**config.mk**
```make
export PLATFORM = sky130hd
export DESIGN_NAME = ext_bus_grant_and_read
export DESIGN_NICKNAME = d
export VERILOG_FILES = /design/src/logic/ext_bus_pkg.sv /design/src/logic/ext_bus_ctl_if.sv /design/src/logic/ext_bus_read_seq.sv /design/src/logic/ext_bus_grant_and_read.sv
export VERILOG_INCLUDE_DIRS = /design/src /design/src/logic
export SDC_FILE = /design/constraint.sdc
export NUM_CORES = 1
export LEC_CHECK = 0
export BUFFER_PORTS_ARGS = -buffer_cell sky130_fd_sc_hd__buf_2
export CORE_ASPECT_RATIO = 1.25
export CORE_MARGIN = 1.5
export CORE_UTILIZATION = 44
export CTS_CLUSTER_SIZE = 10
export DETAILED_ROUTE_END_ITERATION = 7
export PLACE_DENSITY = 0.82
export RECOVER_POWER = 25
export SYNTH_ARGS = -nofsm -noshare
export SYNTH_HDL_FRONTEND = slang
export SYNTH_SLANG_ARGS = --single-unit
```
**constraint.sdc**
```tcl
create_clock -name clk -period 1.6 [get_ports clk]
set_input_delay 0.08 -clock clk [delete_from_list [all_inputs] [get_ports clk]]
set_output_delay 0.08 -clock clk [all_outputs]
set_load 0.02 [all_outputs]
```
**src/logic/ext_bus_defines.svh**
```systemverilog
// Timing counts and field widths for the external bus grant and read block.
// Assumes a 20 MHz system clock; the processor cycle is a divided enable.
`ifndef EXT_BUS_DEFINES_SVH
`define EXT_BUS_DEFINES_SVH
`define CLK_PERIOD_NS      50
`define PROC_CYCLE_CLKS    4
`define PHASE_W            2
`define PHASE_FALL         2'h2
`define REQ_MIN_PULSE_NS   10
`define WAIT_W             3
`define ADDR_W             14
`define DATA_W             24
`define SEL_W              3
`define SEL_PROG           3'h1
`define SEL_DATA           3'h2
`define SEL_BOOT           3'h4
`define SEL_NONE           3'h0
`endif

```
**src/logic/ext_bus_pkg.sv**
```systemverilog
// Types for the external bus grant and read block.
// Assumes ext_bus_defines.svh is on the include path.
package ext_bus_pkg;
	typedef enum logic [1:0] {MEM_PROG, MEM_DATA, MEM_BOOT} mem_space_t;
	typedef enum {ST_IDLE, ST_ADDR, ST_STROBE, ST_HOLD} rd_state_t;
	typedef enum {GR_OWN, GR_RELEASE, GR_GRANTED} grant_state_t;
endpackage : ext_bus_pkg

```
**src/logic/ext_bus_ctl_if.sv**
```systemverilog
// Carrier between the grant arbiter and the read sequencer.
// Assumes both ends share the one system clock.
`timescale 1ns/1ps
`default_nettype none
interface ext_bus_ctl_if;
	logic bus_released;
	logic rd_idle;
	modport arb (output bus_released, input rd_idle);
	modport seq (input bus_released, output rd_idle);
endinterface : ext_bus_ctl_if
`default_nettype wire

```
**src/logic/ext_bus_read_seq.sv**
```systemverilog
// Read cycle sequencer: address, selects, stretched read strobe.
// Assumes the processor-cycle enable and phase come from the top.
`include "ext_bus_defines.svh"
`timescale 1ns/1ps
`default_nettype none
module ext_bus_read_seq
	import ext_bus_pkg::*;
(
	input  wire logic                   clk,
	input  wire logic                   rst_n,
	input  wire logic                   cyc_en,
	input  wire logic                   fall_en,
	ext_bus_ctl_if.seq                  ctl,
	input  wire logic                   rd_req,
	input  wire ext_bus_pkg::mem_space_t rd_space,
	input  wire logic [`ADDR_W-1:0]     rd_addr,
	input  wire logic [`WAIT_W-1:0]     rd_waits,
	input  wire logic [`DATA_W-1:0]     mem_data_in,
	output logic                        rd_busy,
	output logic                        rd_done,
	output logic [`DATA_W-1:0]          rd_data,
	output logic [`ADDR_W-1:0]          mem_addr,
	output logic [`SEL_W-1:0]           sel_q_out,
	output logic                        rd_strobe
);
	rd_state_t                state_q;
	logic [`WAIT_W-1:0]       wait_q;
	logic [`SEL_W-1:0]        sel_q;
	logic                     done_q;
	logic [`DATA_W-1:0]       data_q;
	logic [`ADDR_W-1:0]       addr_q;
	logic                     strobe_q;

	function automatic logic [`SEL_W-1:0] sel_of(input mem_space_t s);
		case (s)
			MEM_PROG: sel_of = `SEL_PROG;
			MEM_DATA: sel_of = `SEL_DATA;
			MEM_BOOT: sel_of = `SEL_BOOT;
			default:  sel_of = `SEL_NONE;
		endcase
	endfunction : sel_of

	wire start = rd_req && !ctl.bus_released && state_q == ST_IDLE;

	// Address and selects change only in idle, after the strobe ended
	always_ff @(posedge clk or negedge rst_n)
	begin
		if (!rst_n)
		begin
			state_q  <= ST_IDLE;
			wait_q   <= '0;
			sel_q    <= `SEL_NONE;
			addr_q   <= '0;
			strobe_q <= 1'b0;
			done_q   <= 1'b0;
			data_q   <= '0;
		end
		else
		begin
			done_q <= 1'b0;
			case (state_q)
				ST_IDLE:
					if (start && cyc_en)
					begin
						sel_q  <= sel_of(rd_space);
						addr_q <= rd_addr;
						wait_q <= rd_waits;
						state_q <= ST_ADDR;
					end
					else if (!rd_req)
						sel_q <= `SEL_NONE;
				ST_ADDR:
					if (fall_en)
					begin
						strobe_q <= 1'b1;
						state_q  <= ST_STROBE;
					end
				ST_STROBE:
					if (fall_en)
					begin
						if (wait_q == '0)
						begin
							// Sample data as the strobe ends
							data_q   <= mem_data_in;
							strobe_q <= 1'b0;
							done_q   <= 1'b1;
							state_q  <= ST_HOLD;
						end
						else
							wait_q <= wait_q - 1'b1;
					end
				ST_HOLD:
					if (cyc_en)
						state_q <= ST_IDLE;
				default: state_q <= ST_IDLE;
			endcase
		end
	end

	assign ctl.rd_idle = state_q == ST_IDLE && !start;
	assign rd_busy   = state_q != ST_IDLE;
	assign rd_done   = done_q;
	assign rd_data   = data_q;
	assign mem_addr  = addr_q;
	assign sel_q_out = sel_q;
	assign rd_strobe = strobe_q;
endmodule : ext_bus_read_seq
`default_nettype wire

```
**src/logic/ext_bus_grant_and_read.sv**
```systemverilog
// Top: bus request/grant arbiter plus external memory read cycles.
// Assumes a free-running 20 MHz clk; the request pin is asynchronous.
`include "ext_bus_defines.svh"
`timescale 1ns/1ps
`default_nettype none
module ext_bus_grant_and_read
	import ext_bus_pkg::*;
(
	input  wire logic                    clk,
	input  wire logic                    rst_n,
	input  wire logic                    ext_bus_request_n,
	output logic                         bus_grant_out_n,
	output logic                         processor_clock_out,
	input  wire logic                    rd_req,
	input  wire ext_bus_pkg::mem_space_t rd_space,
	input  wire logic [`ADDR_W-1:0]      rd_addr,
	input  wire logic [`WAIT_W-1:0]      rd_waits,
	output logic                         rd_busy,
	output logic                         rd_done,
	output logic [`DATA_W-1:0]           rd_data,
	input  wire logic [`DATA_W-1:0]      mem_data_in,
	output logic [`ADDR_W-1:0]           mem_addr_out,
	output logic                         mem_addr_oe,
	output logic                         prog_mem_select_n,
	output logic                         data_mem_select_n,
	output logic                         boot_mem_select_n,
	output logic                         read_strobe_n,
	output logic                         ctl_oe
);
	logic [`PHASE_W-1:0] phase_q;
	logic                req_s1_q;
	logic                req_s2_q;
	logic                accepted_q;
	logic                released_q;
	logic                grant_q;
	grant_state_t        gst_q;
	logic [`SEL_W-1:0]   sel;
	logic                strobe;
	logic                ck_out_q;

	ext_bus_ctl_if ctl ();

	// Processor cycle is four system clocks; clock-out high in first half
	wire cyc_en  = phase_q == '0;
	wire fall_en = phase_q == `PHASE_FALL;

	always_ff @(posedge clk or negedge rst_n)
	begin
		if (!rst_n)
		begin
			phase_q  <= '0;
			ck_out_q <= 1'b0;
		end
		else
		begin
			phase_q  <= phase_q + 1'b1;
			ck_out_q <= phase_q + 1'b1 < `PHASE_FALL;
		end
	end

	// Two flops before any logic sees the pin
	always_ff @(posedge clk or negedge rst_n)
	begin
		if (!rst_n)
		begin
			req_s1_q <= 1'b0;
			req_s2_q <= 1'b0;
		end
		else
		begin
			req_s1_q <= !ext_bus_request_n;
			req_s2_q <= req_s1_q;
		end
	end

	// Pulses shorter than a processor cycle may be missed; requester holds
	always_ff @(posedge clk or negedge rst_n)
	begin
		if (!rst_n)
		begin
			accepted_q <= 1'b0;
			gst_q      <= GR_OWN;
			released_q <= 1'b0;
			grant_q    <= 1'b0;
		end
		else if (cyc_en)
		begin
			accepted_q <= req_s2_q;
			case (gst_q)
				// Release on the recognising edge so the grant lands one
				// processor cycle later; an idle read that starts now wins
				GR_OWN:
					if (req_s2_q && ctl.rd_idle)
					begin
						released_q <= 1'b1;
						gst_q      <= GR_RELEASE;
					end
				GR_RELEASE:
				begin
					grant_q <= 1'b1;
					gst_q   <= GR_GRANTED;
				end
				GR_GRANTED:
					if (!accepted_q)
					begin
						grant_q <= 1'b0;
						released_q <= 1'b0;
						gst_q   <= GR_OWN;
					end
				default: gst_q <= GR_OWN;
			endcase
		end
	end

	assign ctl.bus_released = released_q || accepted_q;

	ext_bus_read_seq u_seq (
		.clk         (clk),
		.rst_n       (rst_n),
		.cyc_en      (cyc_en),
		.fall_en     (fall_en),
		.ctl         (ctl),
		.rd_req      (rd_req),
		.rd_space    (rd_space),
		.rd_addr     (rd_addr),
		.rd_waits    (rd_waits),
		.mem_data_in (mem_data_in),
		.rd_busy     (rd_busy),
		.rd_done     (rd_done),
		.rd_data     (rd_data),
		.mem_addr    (mem_addr_out),
		.sel_q_out   (sel),
		.rd_strobe   (strobe)
	);

	assign processor_clock_out = ck_out_q;
	assign bus_grant_out_n     = !grant_q;
	assign ctl_oe              = !released_q;
	assign mem_addr_oe         = !released_q;
	assign prog_mem_select_n   = !sel[0];
	assign data_mem_select_n   = !sel[1];
	assign boot_mem_select_n   = !sel[2];
	assign read_strobe_n       = !strobe;
endmodule : ext_bus_grant_and_read
`default_nettype wire

```
After elaboration in Yosys (flattened, before gate mapping)

Index checks and enable logic that the tools add are counted.

$lt $le $gt $ge: 1
Equal/unequal tests: 17
Reduce and logical (&&, ||, !) cells: 35
Mux-type cells: 27
Add/sub/neg operators: 2

Operators with widths:

| kind                                                  | number |
|---|---|
| two-way mux 32 bit                                    | 7 |
| one-hot mux 32 bit (4 select lines)                   | 1 |
| == test 32 x 2 -> 1 bit, second input constant        | 3 |
| zero test 32 bit                                      | 3 |
| one-hot mux 32 bit (3 select lines)                   | 1 |
| == test 32 x 1 -> 1 bit, second input constant        | 2 |
| nonzero test 32 bit                                   | 1 |
| two-way mux 3 bit                                     | 5 |
| AND reduction 4 bit                                   | 3 |
| inequality test 2 bit, second input constant          | 5 |
| zero test 1 bit                                       | 9 |
| one-hot mux 3 bit (3 select lines)                    | 1 |
| AND reduction 3 bit                                   | 3 |
| two-way mux 1 bit                                     | 8 |
| inequality test 2 x 1 -> 1 bit, second input constant | 4 |
| nonzero test 2 bit                                    | 4 |
| one-hot mux 1 bit (2 select lines)                    | 3 |
| one-hot mux 3 bit (2 select lines)                    | 1 |
| logical AND 1 bit                                     | 5 |
| AND reduction 5 bit                                   | 1 |
| == test 2 bit, second input constant                  | 2 |
| zero test 2 bit                                       | 2 |
| AND reduction 2 bit                                   | 2 |
| zero test 3 bit                                       | 1 |
| 5 further kinds                                       | 5 |

Bits in registers: 118
Bits of input ports: 47

Longest topological paths before layout

Depth after elaboration: 9
Mapped depth: 8
Mapped depth without buffers: 6

Modules after synthesis

From an unflattened synthesis, not the netlist that was laid out.

Cell total of the unflattened synthesis: 184
Area total of the unflattened synthesis: 2466.1 µm²

Modules (own cells, without submodules):

| module                 | cells an instance | instances | area each (µm²) |
|---|---|---|---|
| ext_bus_read_seq       | 146               | 1         | 2053.2 |
| ext_bus_grant_and_read | 38                | 1         | 412.9 |

Worst setup path before layout

No wires, ideal clock.

Kind: register to register
Start point: reg u_seq.state_q[0]
End point: reg u_seq.state_q[1]
Setup time: 0.128 ns
Path buffers: 1
Arrival time: 1.623 ns
Period minus slack after synthesis: 1.751 ns
Cell stages (with the launch flop): 8
Path slack: -0.151 ns
Cells stage by stage: dfrtp_1 inv_1 ha_1 buf_4 inv_1 nor2_4 a211oi_4 mux2_1

Word-level cells in the longest chain between the ends: 5
Elaborated cells between the ends (all ways): 14
Those cells by class: eq/ne: 8; mux: 1; reduce/logical: 5

Ends and longest elaborated chain:

| what                                     | line                   | RTL |
|---|---|---|
| start: declaration                       | ext_bus_read_seq.sv:26 | `rd_state_t state_q;` |
| start signal: assignment                 | ext_bus_read_seq.sv:50 | `state_q <= ST_IDLE;` |
| start signal: assignment                 | ext_bus_read_seq.sv:68 | `state_q <= ST_ADDR;` |
| start signal: assignment                 | ext_bus_read_seq.sv:76 | `state_q <= ST_STROBE;` |
| zero test 32 bit                         | ext_bus_read_seq.sv:43 | `wire start = rd_req && !ctl.bus_released && state_q == ST_IDLE;` |
| logical AND 1 bit                        | ext_bus_read_seq.sv:43 |  |
| logical AND 1 bit                        | ext_bus_read_seq.sv:63 | `if (start && cyc_en)` |
| inequality test 2 x 1 -> 1 bit (no line) | --                     |  |
| AND reduction 5 bit (no line)            | --                     |  |

Parallel ways exist; a longest one is shown, timed or not.
A chain may end at the register's enable or synchronous reset.

Worst setup path after layout

Start point: reg u_seq.state_q[1]
End point: reg u_seq.state_q[1]

Same word-level chain as after synthesis.

==> metrics.csv <==
stage,metric,value,unit
cts,CTS tree,built,
cts,clk_lat worst skew,0.34,ns
timing,RSZ-0062 raised after global routing,yes,
worst_setup_path,Crit path required time,1.82,ns
pwr,Leakage,0.00209,uW
cts,Clock Tree Buf Depth,2,
grt,initial antenna violation count,0,
worst_setup_path,crit path launch type,flip-flop,
logic_synthesis,multiplexer share of the synthesized area,18.3,%
cells_and_area,Finished Cell Area,4170,um2
worst_hold_path,worst hold stages,3,
place,DP Cell Count,368,
die,io pins,95,
drt,First-pass DRT Iterations,4,
timing,PnR worst setup slack,-0.0524,ns
cells_and_area,Antenna Cells,0,
status,failing checks,setup timing,
die,Die Height,88.0,um
drt,Starting DRT DRC Count,90,
cts,TritonCTS Sinks,58,
timing,Setup Skew,0.00939,ns
place,hpwl dp,3630,um
logic_synthesis,"Avg Cell Area, Syn",13.0,um2
cts,H-Tree Level Count,3,
die,die width,71.0,um
worst_setup_path,reg2reg start,u_seq.state_q[1],
place,Routability Congestion,0.849,
drt,routed vias,2126,
drt,antenna-violating nets left,0,
pwr,combinational power share,47.1,%
logic_synthesis,post-synthesis xor/xnor area fraction,0,%
timing,Max Slew Vio Count,0,
logic_synthesis,Compound-Gate Fraction of Synth Area,8.02,%
job,Max Cap Violations,0,
grt,largest net degree at the start of global routing,59,
timing,fmax,605,MHz
grt,GRT Total Usage,20.1,%
place,placed cell areas,3250,um2
timing,final setup vio count,1,
cts,clock root buffer,clkbuf_8,
worst_setup_path,WP data arrival,1.88,ns
pwr,worst vdd ir,0.00119,V
cells_and_area,area grow syn2layout,63.8,%
pwr,switch share,37.6,%
pwr,Switch Pwr,2640,uW
pwr,Pwr Density,1680,nW/um2
grt,total grt overflow,0,
drt,routed vias/inst,4.86,
status,status,"finished, violations left",
worst_setup_path,R2R setup slack,-0.05,ns
logic_synthesis,largest family of logic cells by synthesized area,multiplexers,
cts,CTS clock-pin slew for the worst setup and hold paths,0.07,ns
cts,Inserted Clock Buffers,9,
pwr,Clock Power Share,18.2,%
drt,Total Wirelength,6560,um
timing,Final Hold Fails,0,
grt,first-pass GRT wire length,9590,um
logic_synthesis,Synth Register Bits,58,
logic_synthesis,syn nets,250,
cells_and_area,Nets,423,
logic_synthesis,Mapped Cells,195,
worst_hold_path,Hold EP,u_seq.wait_q[2],
place,# port buffers,94,
logic_synthesis,Mapped Area,2540,um2
grt,M2 GR Usage,35.6,%
drt,DR WL/cell,15.0,um
grt,met3 usage,7.13,%
drt,DR DRC count,0,
grt,GR Util met1,21.6,%
pwr,Flop pwr share,34.7,%
die,Die Area,6250,um2
die,core area,5520,um2
timing,relative slew slack,48.5,%
worst_setup_path,worst r2r dst,u_seq.state_q[1],
worst_setup_path,Setup CP Type,reg2reg,
die,Starting Density,46.1,%
worst_setup_path,crit path capture type,flip-flop,
pwr,Pint,4380,uW
cells_and_area,Layout Cells excl Fill,437,
logic_synthesis,Yosys warnings,0,
timing,Worst Tran Pin Value,0.772,ns
logic_synthesis,Synth Area in Simple Gates,7.23,%
logic_synthesis,part of the Yosys area used for sequential elements,57.1,%
die,# rows,30,
worst_hold_path,hold_sp,rd_waits[2],
worst_hold_path,worst hold-check path type,in2reg,
grt,GR peak layer,met2,
worst_setup_path,R2R cell count,5,
logic_synthesis,number of distinct library cells after synthesis,31,
grt,vias in the first global route,2161,
timing,Final Critical Period,1.65,ns
cells_and_area,layout cells sized above 1,55.8,%
timing,final worst-path cycle share,103,%
worst_setup_path,"critical path fanouts, max",4,
logic_synthesis,Post-Synth Adder-Cell Area,3.94,%
worst max path at each step:
stage / startpoint / to / slack, ns / cells past startpoint
floorplan: phase_q[0] / u_seq.state_q[1] / -0.01 / 7
global placement: phase_q[1] / u_seq.state_q[1] / -0.09 / 6
detailed placement: phase_q[0] / u_seq.wait_q[0] / -0.16 / 7
CTS: u_seq.state_q[1] / rd_busy / -0.07 / 5
global route: phase_q[0] / u_seq.state_q[1] / -0.08 / 6
finish: u_seq.state_q[1] / u_seq.state_q[1] / -0.05 / 5
cell usage in the layout (no fill, tap or decap), types with 2 or more instances in the layout:
cell            n
a21oi_1         6
a22o_1          3
a31oi_1         2
buf_12          2
buf_2          94
buf_4          24
buf_6           2
clkbuf_16       2
clkbuf_8        9
clkinv_2        4
clkinvlp_4      2
dfrtp_1        58
dlygate4sd3_1  42
ha_1            3
ha_4            4
inv_1          12
inv_2           8
mux2_2         14
mux2_4         25
nand2_1         8
nand2_8         3
nand2b_1        2
nand3_1         3
nor2_1          7
nor3_1          3
o21ai_0         7
o21ai_2         2
o31ai_1         2
cell usage after synthesis:
library cell / count / area [um2]
nand4_1: 1 / 6.26
o32a_1: 1 / 10.0
nor2_4: 1 / 11.3
mux2_1: 1 / 11.3
nor2_1: 7 / 26.3
a211oi_4: 1 / 20.0
nor2b_1: 2 / 12.5
a22oi_1: 1 / 7.51
a2111oi_2: 1 / 15.0
nand2b_1: 2 / 12.5
a21oi_1: 6 / 30.0
ha_1: 8 / 100
a22o_1: 4 / 35.0
nor3_1: 4 / 20.0
buf_6: 2 / 22.5
nand3_1: 3 / 15.0
nand2_8: 1 / 20.0
o21ai_0: 10 / 50.1
buf_2: 3 / 15.0
mux2_4: 7 / 105
inv_1: 21 / 78.8
mux2_2: 31 / 349
dfrtp_1: 58 / 1450
and4bb_1: 1 / 12.5
buf_4: 3 / 22.5
and2b_1: 1 / 7.51
nand3_2: 1 / 10.0
nand2_1: 8 / 30.0
a31oi_1: 2 / 12.5
a311oi_1: 1 / 8.76
o31ai_1: 2 / 15.0
state kept, by name, indices dropped and copies added, names as in the netlist, 2 cells and up:
| signal | flops |
|---|---|
| gst_q | 2 |
| phase_q | 2 |
| u_seq.mem_addr | 14 |
| u_seq.rd_data | 24 |
| u_seq.sel_q_out | 3 |
| u_seq.state_q | 2 |
| u_seq.wait_q | 3 |
final cells by class:
cell class / instances / area, um2
Timing Repair Buffer: 168 / 1210
Clock buffer: 10 / 128
Inverter: 21 / 82.6
Tap cell: 64 / 80.1
Clock inverter: 6 / 57.6
Sequential cell: 58 / 1450
Multi-Input combinational cell: 110 / 1160
Fill cell: 361 / 1350
power by group through the flow:
| stage | logic, uW | clock network, uW | registers [uW] |
|---|---|---|---|
| CTS | 2950 | 1310 | 2400 |
| global route | 3540 | 1370 | 2510 |
| finish | 3310 | 1280 | 2430 |
| detailed placement | 2820 | 0 | 2410 |
| floorplan | 1200 | 0 | 3000 |
| global placement | 2730 | 0 | 2390 |
per-layer routing:
| metal | share of wire, % | vias up |
|---|---|---|
| met3 | 6.1 | 11 |
| met4 | 1.4 | 0 |
| met5 | 0 | - |
| met1 | 37 | 1020 |
| li1 | - | 1017 |
| met2 | 55 | 78 |
stage by stage:
stage	setup TNS (ns)	setup slack, ns	power (uW)	hold WS, ns	utilization (%)
6_report	-0.0524	-0.0524	7020	0.0618	75.5
2_1_floorplan	-0.0139	-0.0139	4200	-0.216	-
3_5_place_dp	-1.16	-0.162	5230	0.103	58.9
5_1_grt	-1.00	-0.0819	7420	0.0685	75.5
3_3_place_gp	-0.367	-0.0881	5120	0.107	58.9
4_1_cts	-0.129	-0.0672	6660	0.0615	71.1
critical path, cell delays in order, from the launching register on:
cell	delay [ns]
dfrtp_1	0.43
inv_2	0.08
ha_1	0.21
a22o_4	0.25
a211oi_4	0.25
mux2_4	0.32
kinds of logic after synthesis:
family	after synthesis
flops	58
mux	39
simple gates	32
compound gates	29
buf+inv	29
fa+ha+maj	8
repair_timing:
action | CTS | global route
hold endpoints to repair | 99 | 0
pin swaps | 8 | 5
resized for setup | 12 | 35
gates cloned | 0 | 5
setup endpoints to repair | 22 | 43
hold buffers | 42 | 0
setup buffers | 3 | 3
(Power assumes the default switching activity.)
